### src/common/pmsr_consts.svh
// Offsets, field positions, reset values and counts of the mode and soft reset register
`ifndef PMSR_CONSTS_SVH
`define PMSR_CONSTS_SVH
`define PMSR_REG_OFF 8'h14
`define PMSR_SRST_BIT 15
`define PMSR_RSV_HI_MSB 14
`define PMSR_RSV_HI_LSB 7
`define PMSR_MEDIA_BIT 6
`define PMSR_RSV_MID_MSB 5
`define PMSR_RSV_MID_LSB 4
`define PMSR_RSV_B3_BIT 3
`define PMSR_MODE_MSB 2
`define PMSR_MODE_LSB 0
`define PMSR_RSV_HI_RST 8'h04
`define PMSR_RSV_MID_RST 2'h0
`define PMSR_RSV_B3_RST 1'h0
`define PMSR_MEDIA_RST 1'h0
`define PMSR_MODE_RST 3'h0
`define PMSR_SRST_CYCLES 16
`define PMSR_STRAP_WAIT 2'h2
`endif

### src/common/pmsr_pkg.sv
// Types of the mode and soft reset register block
package pmsr_pkg;
	// Operating mode codes of the three-bit mode field
	typedef enum logic [2:0] {
		PMSR_QSGMII_COPPER = 3'h0,
		PMSR_SGMII_COPPER = 3'h1,
		PMSR_QSGMII_1000BX = 3'h2,
		PMSR_QSGMII_FX_AUTO = 3'h3
	} pmsr_mode_type;

	// Whole state of the register block
	typedef struct packed {
		logic [2:0] sync1;
		logic [2:0] sync2;
		logic [1:0] strap_cnt;
		logic strap_done;
		logic srst;
		logic [7:0] rsv_hi;
		logic media_sel;
		logic [1:0] rsv_mid;
		logic rsv_b3;
		logic [2:0] mode_reg;
		logic [2:0] act_mode;
		logic act_media;
		logic page6_rst;
		logic page18_rst;
		logic sys_sgmii;
		logic media_copper;
		logic media_1000bx;
		logic media_100fx;
		logic media_auto;
		logic mode_rsvd;
		logic [15:0] rdata;
	} pmsr_top_state_type;

	// State of the reset sequencer
	typedef struct packed {
		logic busy;
		logic [15:0] cnt;
	} pmsr_seq_state_type;
endpackage : pmsr_pkg

### src/common/pmsr_seq_if.sv
// Handshake between the register block and its reset sequencer
`timescale 1ns/1ps
interface pmsr_seq_if;
	logic start;
	logic busy;
	logic done;
	modport ctrl (output start, input busy, input done);
	modport seq (input start, output busy, output done);
endinterface : pmsr_seq_if

### src/hdl/pmsr_reset_seq.sv
// Counter that times one software reset operation
`timescale 1ns/1ps
`include "pmsr_consts.svh"
module pmsr_reset_seq #(
	parameter int CYCLES = `PMSR_SRST_CYCLES
) (
	// Clock and reset
	input wire logic clk,
	input wire logic rstn,
	// Link to the register block
	pmsr_seq_if.seq sq
);
	pmsr_pkg::pmsr_seq_state_type st_q; // Registered state
	pmsr_pkg::pmsr_seq_state_type st_d; // Next state

	// Done in the last busy cycle, so the owner clears its flag on the next edge
	assign sq.busy = st_q.busy;
	assign sq.done = st_q.busy && (st_q.cnt == 16'h0000);

	// Start reloads the count, even in the done cycle, so a fresh request is never lost
	always_comb begin
		st_d = st_q;
		if (sq.start) begin
			st_d.busy = 1'b1;
			st_d.cnt = 16'(CYCLES - 1);
		end else if (st_q.busy) begin
			if (st_q.cnt == 16'h0000) begin
				st_d.busy = 1'b0;
			end else begin
				st_d.cnt = st_q.cnt - 16'h0001;
			end
		end
	end

	// State register
	always_ff @(posedge clk or negedge rstn) begin
		if (!rstn) begin
			st_q <= '0;
		end else begin
			st_q <= st_d;
		end
	end
endmodule : pmsr_reset_seq

### src/hdl/pmsr_top.sv
// Global mode select and self-clearing software reset register
//
// Chosen here: the plain strobed port.
`timescale 1ns/1ps
`include "pmsr_consts.svh"
module pmsr_top #(
	parameter int ADDR_W = 8,
	parameter int SRST_CYCLES = `PMSR_SRST_CYCLES
) (
	// Clock and reset
	input wire logic clk,
	input wire logic rstn,
	// Register port
	input wire logic [ADDR_W-1:0] addr,
	input wire logic [15:0] wdata,
	input wire logic wr,
	input wire logic rd,
	output logic [15:0] rdata,
	// Mode strap pins, asynchronous
	input wire logic [2:0] mode_pins,
	// Soft reset of the register groups
	output logic page6_rst,
	output logic page18_rst,
	// Applied operating mode
	output logic [2:0] active_mode,
	output logic active_media_sel,
	output logic sys_sgmii,
	output logic media_copper,
	output logic media_1000bx,
	output logic media_100fx,
	output logic media_auto,
	output logic mode_rsvd
);
	localparam int SRST_LAST = SRST_CYCLES - 1; // Cycles the bit stands after its rise, less the last one
	localparam logic [ADDR_W-1:0] REG_OFF = ADDR_W'(`PMSR_REG_OFF); // Register address

	pmsr_pkg::pmsr_top_state_type st_q; // Registered state
	pmsr_pkg::pmsr_top_state_type st_d; // Next state
	pmsr_seq_if sq (); // Link to the sequencer
	logic hit_wr; // Write to this register
	logic hit_rd; // Read of this register
	logic [15:0] image; // Register as software sees it

	// Sequencer that times the reset
	pmsr_reset_seq #(
		.CYCLES(SRST_CYCLES)
	) u_seq (
		.clk(clk),
		.rstn(rstn),
		.sq(sq)
	);

	// Address decode
	// One register lives here, so a single compare is enough
	always_comb begin
		hit_wr = 1'b0;
		hit_rd = 1'b0;
		if (addr == REG_OFF) begin
			hit_wr = wr;
			hit_rd = rd;
		end
	end

	// Read image with the reset bit showing the ongoing operation
	assign image = {st_q.srst, st_q.rsv_hi, st_q.media_sel, st_q.rsv_mid, st_q.rsv_b3, st_q.mode_reg};

	// A new request is taken when idle or in the very cycle the old one ends
	// A request in mid-operation is dropped; software sees bit 15 still set and may retry
	assign sq.start = hit_wr && wdata[`PMSR_SRST_BIT] && (!st_q.srst || sq.done);

	// Next state
	always_comb begin
		st_d = st_q;
		// Strap synchroniser, second stage only is read
		st_d.sync1 = mode_pins;
		st_d.sync2 = st_q.sync1;
		// Plain read and write fields; software keeps reserved bits as read
		if (hit_wr) begin
			st_d.rsv_hi = wdata[`PMSR_RSV_HI_MSB:`PMSR_RSV_HI_LSB];
			st_d.media_sel = wdata[`PMSR_MEDIA_BIT];
			st_d.rsv_mid = wdata[`PMSR_RSV_MID_MSB:`PMSR_RSV_MID_LSB];
			st_d.rsv_b3 = wdata[`PMSR_RSV_B3_BIT];
			st_d.mode_reg = wdata[`PMSR_MODE_MSB:`PMSR_MODE_LSB];
		end
		// Wait for the synchroniser to fill after reset release, then load once
		// Placed after the write, so the strap level wins over a write in the load cycle
		if (!st_q.strap_done) begin
			if (st_q.strap_cnt == `PMSR_STRAP_WAIT) begin
				st_d.strap_done = 1'b1;
				st_d.mode_reg = st_q.sync2;
				st_d.act_mode = st_q.sync2;
			end else begin
				st_d.strap_cnt = st_q.strap_cnt + 2'h1;
			end
		end
		// Self clearing reset bit, a new start wins over the end of the old one
		if (sq.start) begin
			st_d.srst = 1'b1;
			// Mode is disruptive, so it is only taken on at reset
			st_d.act_mode = st_d.mode_reg;
			st_d.act_media = st_d.media_sel;
		end else if (sq.done) begin
			st_d.srst = 1'b0;
		end
		// Both register groups follow the reset bit
		st_d.page6_rst = st_d.srst;
		st_d.page18_rst = st_d.srst;
		// Decode the applied mode straight into output flops
		st_d.sys_sgmii = 1'b0;
		st_d.media_copper = 1'b0;
		st_d.media_1000bx = 1'b0;
		st_d.media_100fx = 1'b0;
		st_d.media_auto = 1'b0;
		st_d.mode_rsvd = 1'b0;
		case (st_d.act_mode)
			pmsr_pkg::PMSR_QSGMII_COPPER: begin
				st_d.media_copper = 1'b1;
			end
			pmsr_pkg::PMSR_SGMII_COPPER: begin
				st_d.sys_sgmii = 1'b1;
				st_d.media_copper = 1'b1;
			end
			pmsr_pkg::PMSR_QSGMII_1000BX: begin
				st_d.media_1000bx = 1'b1;
			end
			pmsr_pkg::PMSR_QSGMII_FX_AUTO: begin
				// Fibre only, or auto detection between copper and fibre
				st_d.media_100fx = !st_d.act_media;
				st_d.media_auto = st_d.act_media;
			end
			default: begin
				// Reserved codes leave every media path off
				st_d.mode_rsvd = 1'b1;
			end
		endcase
		// Read data stand one cycle; unmapped reads give zero
		st_d.rdata = hit_rd ? image : 16'h0000;
	end

	// State register; straps are caught after release, not under reset
	always_ff @(posedge clk or negedge rstn) begin
		if (!rstn) begin
			st_q <= '0;
			st_q.rsv_hi <= `PMSR_RSV_HI_RST;
			st_q.rsv_mid <= `PMSR_RSV_MID_RST;
			st_q.rsv_b3 <= `PMSR_RSV_B3_RST;
			st_q.media_sel <= `PMSR_MEDIA_RST;
			st_q.mode_reg <= `PMSR_MODE_RST;
			st_q.act_mode <= `PMSR_MODE_RST;
			st_q.media_copper <= 1'b1;
		end else begin
			st_q <= st_d;
		end
	end

	// Outputs straight from flops
	assign rdata = st_q.rdata;
	assign page6_rst = st_q.page6_rst;
	assign page18_rst = st_q.page18_rst;
	assign active_mode = st_q.act_mode;
	assign active_media_sel = st_q.act_media;
	assign sys_sgmii = st_q.sys_sgmii;
	assign media_copper = st_q.media_copper;
	assign media_1000bx = st_q.media_1000bx;
	assign media_100fx = st_q.media_100fx;
	assign media_auto = st_q.media_auto;
	assign mode_rsvd = st_q.mode_rsvd;
endmodule : pmsr_top

### config.mk
export PLATFORM = sky130hd
export DESIGN_NAME = pmsr_top
export DESIGN_NICKNAME = d
export VERILOG_FILES = /design/src/common/pmsr_pkg.sv /design/src/common/pmsr_seq_if.sv /design/src/hdl/pmsr_reset_seq.sv /design/src/hdl/pmsr_top.sv
export VERILOG_INCLUDE_DIRS = /design/src /design/src/common
export SDC_FILE = /design/constraint.sdc
export NUM_CORES = 1
export LEC_CHECK = 0
export BUFFER_PORTS_ARGS = -buffer_cell sky130_fd_sc_hd__buf_2
export CORE_ASPECT_RATIO = 1.2
export CORE_MARGIN = 2
export CORE_UTILIZATION = 54
export DETAILED_ROUTE_END_ITERATION = 12
export PLACE_DENSITY = 0.78
export SYNTH_ARGS = -nofsm -noshare
export SYNTH_HDL_FRONTEND = slang
export SYNTH_SLANG_ARGS = --single-unit
### constraint.sdc
create_clock -name clk -period 2.8 [get_ports clk]
set_input_delay 0.7 -clock clk [delete_from_list [all_inputs] [get_ports clk]]
set_output_delay 0.7 -clock clk [all_outputs]
set_load 0.01 [all_outputs]
==> results of run 1 <==
## cells in the final DEF (no fill, tap or decap), types with 3 or more instances in the layout
master,instances
sky130_fd_sc_hd__clkbuf_8,11
sky130_fd_sc_hd__mux2_2,12
sky130_fd_sc_hd__nor4_4,3
sky130_fd_sc_hd__dfrtp_1,66
sky130_fd_sc_hd__buf_2,58
sky130_fd_sc_hd__and3_1,17
sky130_fd_sc_hd__buf_4,5
sky130_fd_sc_hd__nand2_1,16
sky130_fd_sc_hd__xor2_1,8
sky130_fd_sc_hd__a21oi_1,7
sky130_fd_sc_hd__xnor2_1,6
sky130_fd_sc_hd__nand3_1,3
sky130_fd_sc_hd__nor2_1,24
sky130_fd_sc_hd__inv_1,6
sky130_fd_sc_hd__mux2i_1,3
## final cells by class
| cell class | count | area share |
|---|---|---|
| well taps | 62 | 0.0231 |
| flip-flops and latches | 68 | 0.507 |
| repair buffers | 63 | 0.0975 |
| inverters | 8 | 0.00894 |
| multi-input cells | 138 | 0.311 |
| clock buffers | 11 | 0.0450 |
| clock inverters | 4 | 0.00745 |
## flip-flops by register name, summed over array words and instances (netlist names)
signal and count:
u_seq.sq.busy 1, media_100fx 1, page18_rst 1, media_1000bx 1, st_d 3, media_copper 1, media_auto 1, active_mode 3
mode_rsvd 1, u_seq.st_q 16, rdata 16, image 15, st_q 6, active_media_sel 1, sys_sgmii 1
## metrics by stage
stage | std cells | utilization | hold WS (ps) | total power (uW)
2_1_floorplan | 241 | - | 331 | 1070
3_3_place_gp | 339 | 0.601 | 337 | 1120
3_5_place_dp | 339 | 0.601 | 336 | 1120
4_1_cts | 354 | 0.634 | 276 | 1830
5_1_grt | 354 | 0.634 | 284 | 1880
6_report | 354 | 0.634 | 270 | 1800
## metal layers
metal / vias up / global-route usage / part of all wire
li1: 890 / - / -
met1: 876 / 0.216 / 0.42
met2: 53 / 0.269 / 0.49
met3: 7 / 0.0760 / 0.071
met4: 0 / 0.0772 / 0.015
met5: - / 0 / 0
## worst reg2reg max path, stage by stage (launching register included)
cell	delay [ps]
sky130_fd_sc_hd__dfrtp_1	380
sky130_fd_sc_hd__inv_1	100
sky130_fd_sc_hd__ha_1	190
sky130_fd_sc_hd__nand4bb_1	130
sky130_fd_sc_hd__or2_2	330
sky130_fd_sc_hd__o21ai_4	180
sky130_fd_sc_hd__a31oi_1	160
sky130_fd_sc_hd__a21oi_2	410
sky130_fd_sc_hd__nor4b_2	100
## worst paths after layout
| kind | endpoint | cells past startpoint |
|---|---|---|
| setup reg to reg | media_auto$_DFF_PN0_ | 8 |
| min in group clk | st_q[47]$_DFF_PN0_ | 0 |
| hold / removal | u_seq.st_q[6]$_DFFE_PN0P_ | 1 |
| hold reg to reg | st_q[47]$_DFF_PN0_ | 0 |
| setup / recovery | media_auto$_DFF_PN0_ | 8 |
| max in group asynchronous | rdata[2]$_DFF_PN0_ | 2 |
## cell families (layout without fill, tap and decap cells)
| kind of cell | after synthesis | count (layout) |
|---|---|---|
| compound gates | 20 | 20 |
| mux | 16 | 16 |
| simple gates | 86 | 86 |
| flops | 68 | 68 |
| fa+ha+maj | 2 | 2 |
| xor+xnor | 14 | 14 |
| buf+inv | 35 | 86 |
## power groups by stage
stage          registers, uW  logic [uW]  clock network, uW
2_1_floorplan           1030        32.5                  0
3_3_place_gp            1030        83.1                  0
3_5_place_dp            1030        85.5                  0
4_1_cts                 1020        85.7                725
5_1_grt                 1020        93.7                770
6_report                1020        82.9                706
==> results.md, run 1 <==
## Timing
• actual slew at the worst max-slew pin: 617 ps
• Final Skew: 6.44 ps
• final period utilization: 0.753
• normalized max-slew margin: 0.586
• unrepaired setup endpoints after global routing: no
• number of endpoints failing setup at the final stage: 0
• Final Hold Fails: 0
• setup slack after layout: 691 ps
• Peak Freq: 474 MHz
• final number of max-transition violations: 0
• setup TNS: 0 ps
• Final min period: 2110 ps

## Logic synthesis
• compound-gate portion of the synthesized area: 0.0612
• area share of the largest cell type after synthesis: 0.557
• portion of the post-synthesis area used by sequential elements: 0.575
• area of the mapped netlist: 2960 sq um
• Gate Count Post-Synth: 241
• area share of fa/ha/maj cells after synthesis: 0.00845
• most area-hungry cell type in the Yosys netlist: sky130_fd_sc_hd__dfrtp_1
• FFs w/ async S/R, synth: 1.00
• number of synthesized register bits: 68
• multiplexer share of the synthesized area: 0.0608
• most instantiated library cell after synthesis: sky130_fd_sc_hd__dfrtp_1
• simple-gate share of the synthesized area: 0.181
• number of enable-type register cells in the synthesized netlist: 0
• Distinct cells, synth: 48
• net count after synthesis: 274
• top post-synthesis cells by count: 66 x sky130_fd_sc_hd__dfrtp_1, 24 x sky130_fd_sc_hd__nor2_1, 21 x sky130_fd_sc_hd__buf_4
• dominant cells by area after synthesis: sky130_fd_sc_hd__dfrtp_1 56%, sky130_fd_sc_hd__buf_4 5.3%, sky130_fd_sc_hd__mux2_2 4.6%, sky130_fd_sc_hd__and3_1 3.6%, sky130_fd_sc_hd__nor2_1 3.0%
• Synth Area in XOR/XNOR: 0.0414
• dominant synthesized flop cell: sky130_fd_sc_hd__dfrtp_1
• Yosys Warn Count: 0
• Avg Cell Area, Syn: 12.3 sq um
• dominant combinational cell family by area after synthesis: simple AND/OR/NAND/NOR gates

## Cells and area
• total non-filler cell area in the finished layout: 3360 sq um
• final layout net count: 321
• post-synthesis to final-layout area growth: 13.4%
• combined flip-flop and latch cell area: 1700 sq um
• n_diodes: 0
• layout filler cell count: 388
• share of final-layout standard cells stronger than drive strength 1: 0.394
• area taken by multi-input logic gates: 1040 sq um

## Power and ir drop
• Pwr per Cell Area: 537 nW/um^2
• sw power: 402 uW
• leakage power: 0.00166 uW
• share of total power consumed by net switching: 0.223
• power share of the sequential group: 0.563
• maximum vdd drop: 280 uV
• combinational fraction of design power: 0.046
• P_int: 1400 uW
• power share of the clock group: 0.391

## Outcome
• result of the run: completed

## Floorplan
• placeable core area: 5300 sq um
• y dimension of the die: 85.1 um
• area of the die: 6100 sq um
• count of standard-cell rows: 29
• horizontal extent of the die: 71.6 um
• number of top-level pins: 59
• Initial Utilization: 0.559

## CTS
• buffer count from post-CTS setup fixing: 0
• CTS clk-pin slew, worst paths: 70 ps
• clock latency at the later pin of the worst-skew pair: 340 ps
• CTS HTree Levels: 3
• number of clock sinks: 68
• clock buffers created by TritonCTS: 9
• clock root buffer: sky130_fd_sc_hd__clkbuf_8
• clock tree from TritonCTS: done
• hold_buf cts: 0
• Resize count post-CTS: 0
• buffer depth of the longest clock path: 2

## Routing
• ratio of routed vias to standard cells: 5.16
• first-pass iteration count of the detailed router: 4
• antenna violation net count after detailed routing: 0
• detail-routed net length per standard cell: 13.6 um
• First DRT Iteration DRCs: 127
• post-route DRC violation count: 0
• DR vias: 1,826
• Total Routed Length: 4.83 mm

## Placement
• hpwl dp: 3.47 mm
• area post-placement: 3180 sq um
• final weighted congestion in routability-driven placement: 0.830
• count of input and output buffers: 58
• worst-case setup slack after placement: 416 ps

## Worst setup path
• peak per-stage delay on the critical path: 410 ps
• family with the most delay on the worst path: compound AO/OA/AOI/OAI gates
• worst reg2reg startpoint: u_seq.st_q[0]$_DFFE_PN0P_
• launching instance or port of the critical path: u_seq.st_q[0]$_DFFE_PN0P_
• worst path bufs/invs: 1
• largest driver fanout on the critical path: 6
• worst endpoint required time: 3010 ps
• cell-by-cell trace of the critical path: inv_1 > ha_1 > nand4bb_1 > or2_2 > o21ai_4 > a31oi_1 > a21oi_2 > nor4b_2
• arrival time worst endpoint: 2320 ps
• worst setup path category: reg2reg
• Critical Path Sink Type: flop
• critical path's slowest cell: sky130_fd_sc_hd__a21oi_2
• element type at the critical path start: flop
• worst reg2reg setup slack: 690 ps

## Global route
• wire length of the first global-routing pass: 8.04 mm
• initial antenna violation count: 0
• total global routing track utilization: 0.176
• pin count of the biggest net entering global routing: 33
• grt ovf: 0
• number of global-route vias before repair: 1,777

## Run
• max-cap violations: 0

## Worst hold path
• worst min-delay path class: in2async

(Power assumes the default switching activity.)
==> inputs of run 2 (changes only) <==
Settings changed: CORE_UTILIZATION 54 to 49, PLACE_DENSITY 0.78 to 0.75.
Clock period 2.8 ns to 1.8 ns, I/O delays scaled along.
==> run 2 against run 1 <==
Effect of this change:
- the flow now finishes with violations (setup timing)
- clock power rose by 56%
- utilization rose by 0.59 points
- fmax rose by 5.0%
- sequential cell count did not move
- sequential power rose by 55%
- die area rose by 9.7%
- critical path depth fell by 2
- wire length rose by 16%
- final cell count rose by 16%
- non-clock buffer count rose by 35
- hold slack got worse by 150 ps
- register-to-register slack got worse by 900 ps
- largest power group unchanged
- highest routed layer unchanged
==> results.md, run 2 (synthesized netlist as in run 1, its figures left out) <==
## Worst setup path
• Critical Path Sink Type: flop
• worst setup path category: reg2reg
• worst path bufs/invs: 0
• element type at the critical path start: flop
• cell-by-cell trace of the critical path: nor4_4 > nand4_4 > o21ai_4 > a31oi_1 > a21oi_4 > nor4b_4
• family with the most delay on the worst path: compound AO/OA/AOI/OAI gates
• launching instance or port of the critical path: u_seq.st_q[5]$_DFFE_PN0P_
• arrival time worst endpoint: 2220 ps
• peak per-stage delay on the critical path: 410 ps
• worst reg2reg startpoint: u_seq.st_q[5]$_DFFE_PN0P_
• largest driver fanout on the critical path: 6
• worst endpoint required time: 2010 ps
• critical path's slowest cell: sky130_fd_sc_hd__dfrtp_1

## CTS
• clock latency at the later pin of the worst-skew pair: 340 ps
• number of clock sinks: 68
• CTS clk-pin slew, worst paths: 70 ps
• buffer depth of the longest clock path: 2
• CTS HTree Levels: 3
• clock root buffer: sky130_fd_sc_hd__clkbuf_8
• hold_buf cts: 0
• clock tree from TritonCTS: done
• clock buffers created by TritonCTS: 9

## Floorplan
• area of the die: 6690 sq um
• number of top-level pins: 59
• placeable core area: 5930 sq um
• horizontal extent of the die: 75.0 um
• Initial Utilization: 0.499
• count of standard-cell rows: 31
• y dimension of the die: 89.2 um

## Placement
• count of input and output buffers: 58
• final weighted congestion in routability-driven placement: 0.839
• hpwl dp: 3.67 mm

## Routing
• ratio of routed vias to standard cells: 4.84
• post-route DRC violation count: 0
• First DRT Iteration DRCs: 130
• antenna violation net count after detailed routing: 0
• first-pass iteration count of the detailed router: 4
• DR vias: 1,985
• detail-routed net length per standard cell: 13.6 um
• Total Routed Length: 5.59 mm

## Power and ir drop
• power share of the clock group: 0.390
• share of total power consumed by net switching: 0.244
• sw power: 687 uW
• leakage power: 0.00187 uW
• combinational fraction of design power: 0.051
• Pwr per Cell Area: 743 nW/um^2
• P_int: 2130 uW
• power share of the sequential group: 0.560
• maximum vdd drop: 591 uV

## Timing
• unrepaired setup endpoints after global routing: yes
• Final Hold Fails: 0
• setup slack after layout: -208 ps
• normalized max-slew margin: 0.643
• Hold WS: 119 ps
• actual slew at the worst max-slew pin: 535 ps
• number of endpoints failing setup at the final stage: 20
• final number of max-transition violations: 0
• final period utilization: 1.12
• Final Skew: 3.88 ps
• Peak Freq: 498 MHz
• Final min period: 2010 ps

## Global route
• pin count of the biggest net entering global routing: 69
• number of global-route vias before repair: 1,884
• grt ovf: 0
• total global routing track utilization: 0.176
• initial antenna violation count: 0
• wire length of the first global-routing pass: 8.71 mm

## Outcome
• result of the run: complete, but fails checks
• failing checks: setup timing

## Cells and area
• final layout net count: 356
• most common cell after layout, fill and taps aside: sky130_fd_sc_hd__dfrtp_1
• share of final-layout standard cells stronger than drive strength 1: 0.494
• final core occ: 0.640
• most frequent cells in the layout: 66 x sky130_fd_sc_hd__dfrtp_1, 58 x sky130_fd_sc_hd__buf_2, 34 x sky130_fd_sc_hd__buf_4, 24 x sky130_fd_sc_hd__nor2_1
• post-synthesis to final-layout area growth: 28.3%
• n_diodes: 0
• layout filler cell count: 455

## Run
• max-cap violations: 0

## Worst hold path
• worst min-delay path class: in2async

## run 2: worst register-to-register path: stages (launching register included)
cell,delay [ps]
sky130_fd_sc_hd__dfrtp_1,410
sky130_fd_sc_hd__nor4_4,410
sky130_fd_sc_hd__nand4_4,190
sky130_fd_sc_hd__o21ai_4,270
sky130_fd_sc_hd__a31oi_1,200
sky130_fd_sc_hd__a21oi_4,320
sky130_fd_sc_hd__nor4b_4,80
## run 2: metrics by stage
step                instances  TNS (ps)  worst slack [ps]  cell area [sq um]  power (uW)
floorplan                 241      -239             -96.4               3000        1660
global placement          383     -4530              -191               3460        1750
detailed placement        383     -5360              -254               3460        1750
CTS                       406     -1640              -187               3710        2840
global route              410     -4660              -285               3800        2940
finish                    410     -2430              -208               3800        2820
## run 2: metal layers
| metal | track usage | share of wire | vias up |
|---|---|---|---|
| met4 | 0.0731 | 0.011 | 0 |
| li1 | - | - | 963 |
| met1 | 0.223 | 0.44 | 965 |
| met5 | 0 | 0 | - |
| met2 | 0.283 | 0.50 | 50 |
| met3 | 0.0474 | 0.046 | 7 |
## run 2: power groups by stage
stage / Combinational, uW / Sequential [uW] / Clock [uW]
2_1_floorplan: 51.4 / 1610 / 0
3_3_place_gp: 141 / 1610 / 0
3_5_place_dp: 142 / 1610 / 0
4_1_cts: 142 / 1580 / 1120
5_1_grt: 160 / 1580 / 1200
6_report: 142 / 1580 / 1100
## run 2: worst paths after layout
path	end	slack (ps)	depth (start not counted)
setup / recovery	media_auto$_DFF_PN0_	-210	6
hold / removal	u_seq.st_q[10]$_DFFE_PN0P_	120	2
setup reg to reg	media_auto$_DFF_PN0_	-210	6
hold reg to reg	st_q[47]$_DFF_PN0_	350	0
max in group asynchronous	image[9]$_DFFE_PN1N_	1360	2
min in group clk	st_d[47]$_DFF_PN0_	220	1
## run 2: area by class of cell
type                    instances  area [sq um]  area share
clock buffers                   9           124      0.0326
clock inverters                 7          52.6      0.0138
inverters                       8          30.0     0.00790
multi-input cells             138          1160       0.304
flip-flops and latches         68          1700       0.448
well taps                      82           103      0.0270
repair buffers                 98           631       0.166
## run 2: what timing repair did
item / 4_1_cts / 5_1_grt
gates resized for setup: 7 / 10
buffers inserted: 8 / 6
setup endpoints to repair: 17 / 27
pin swaps: 9 / 11
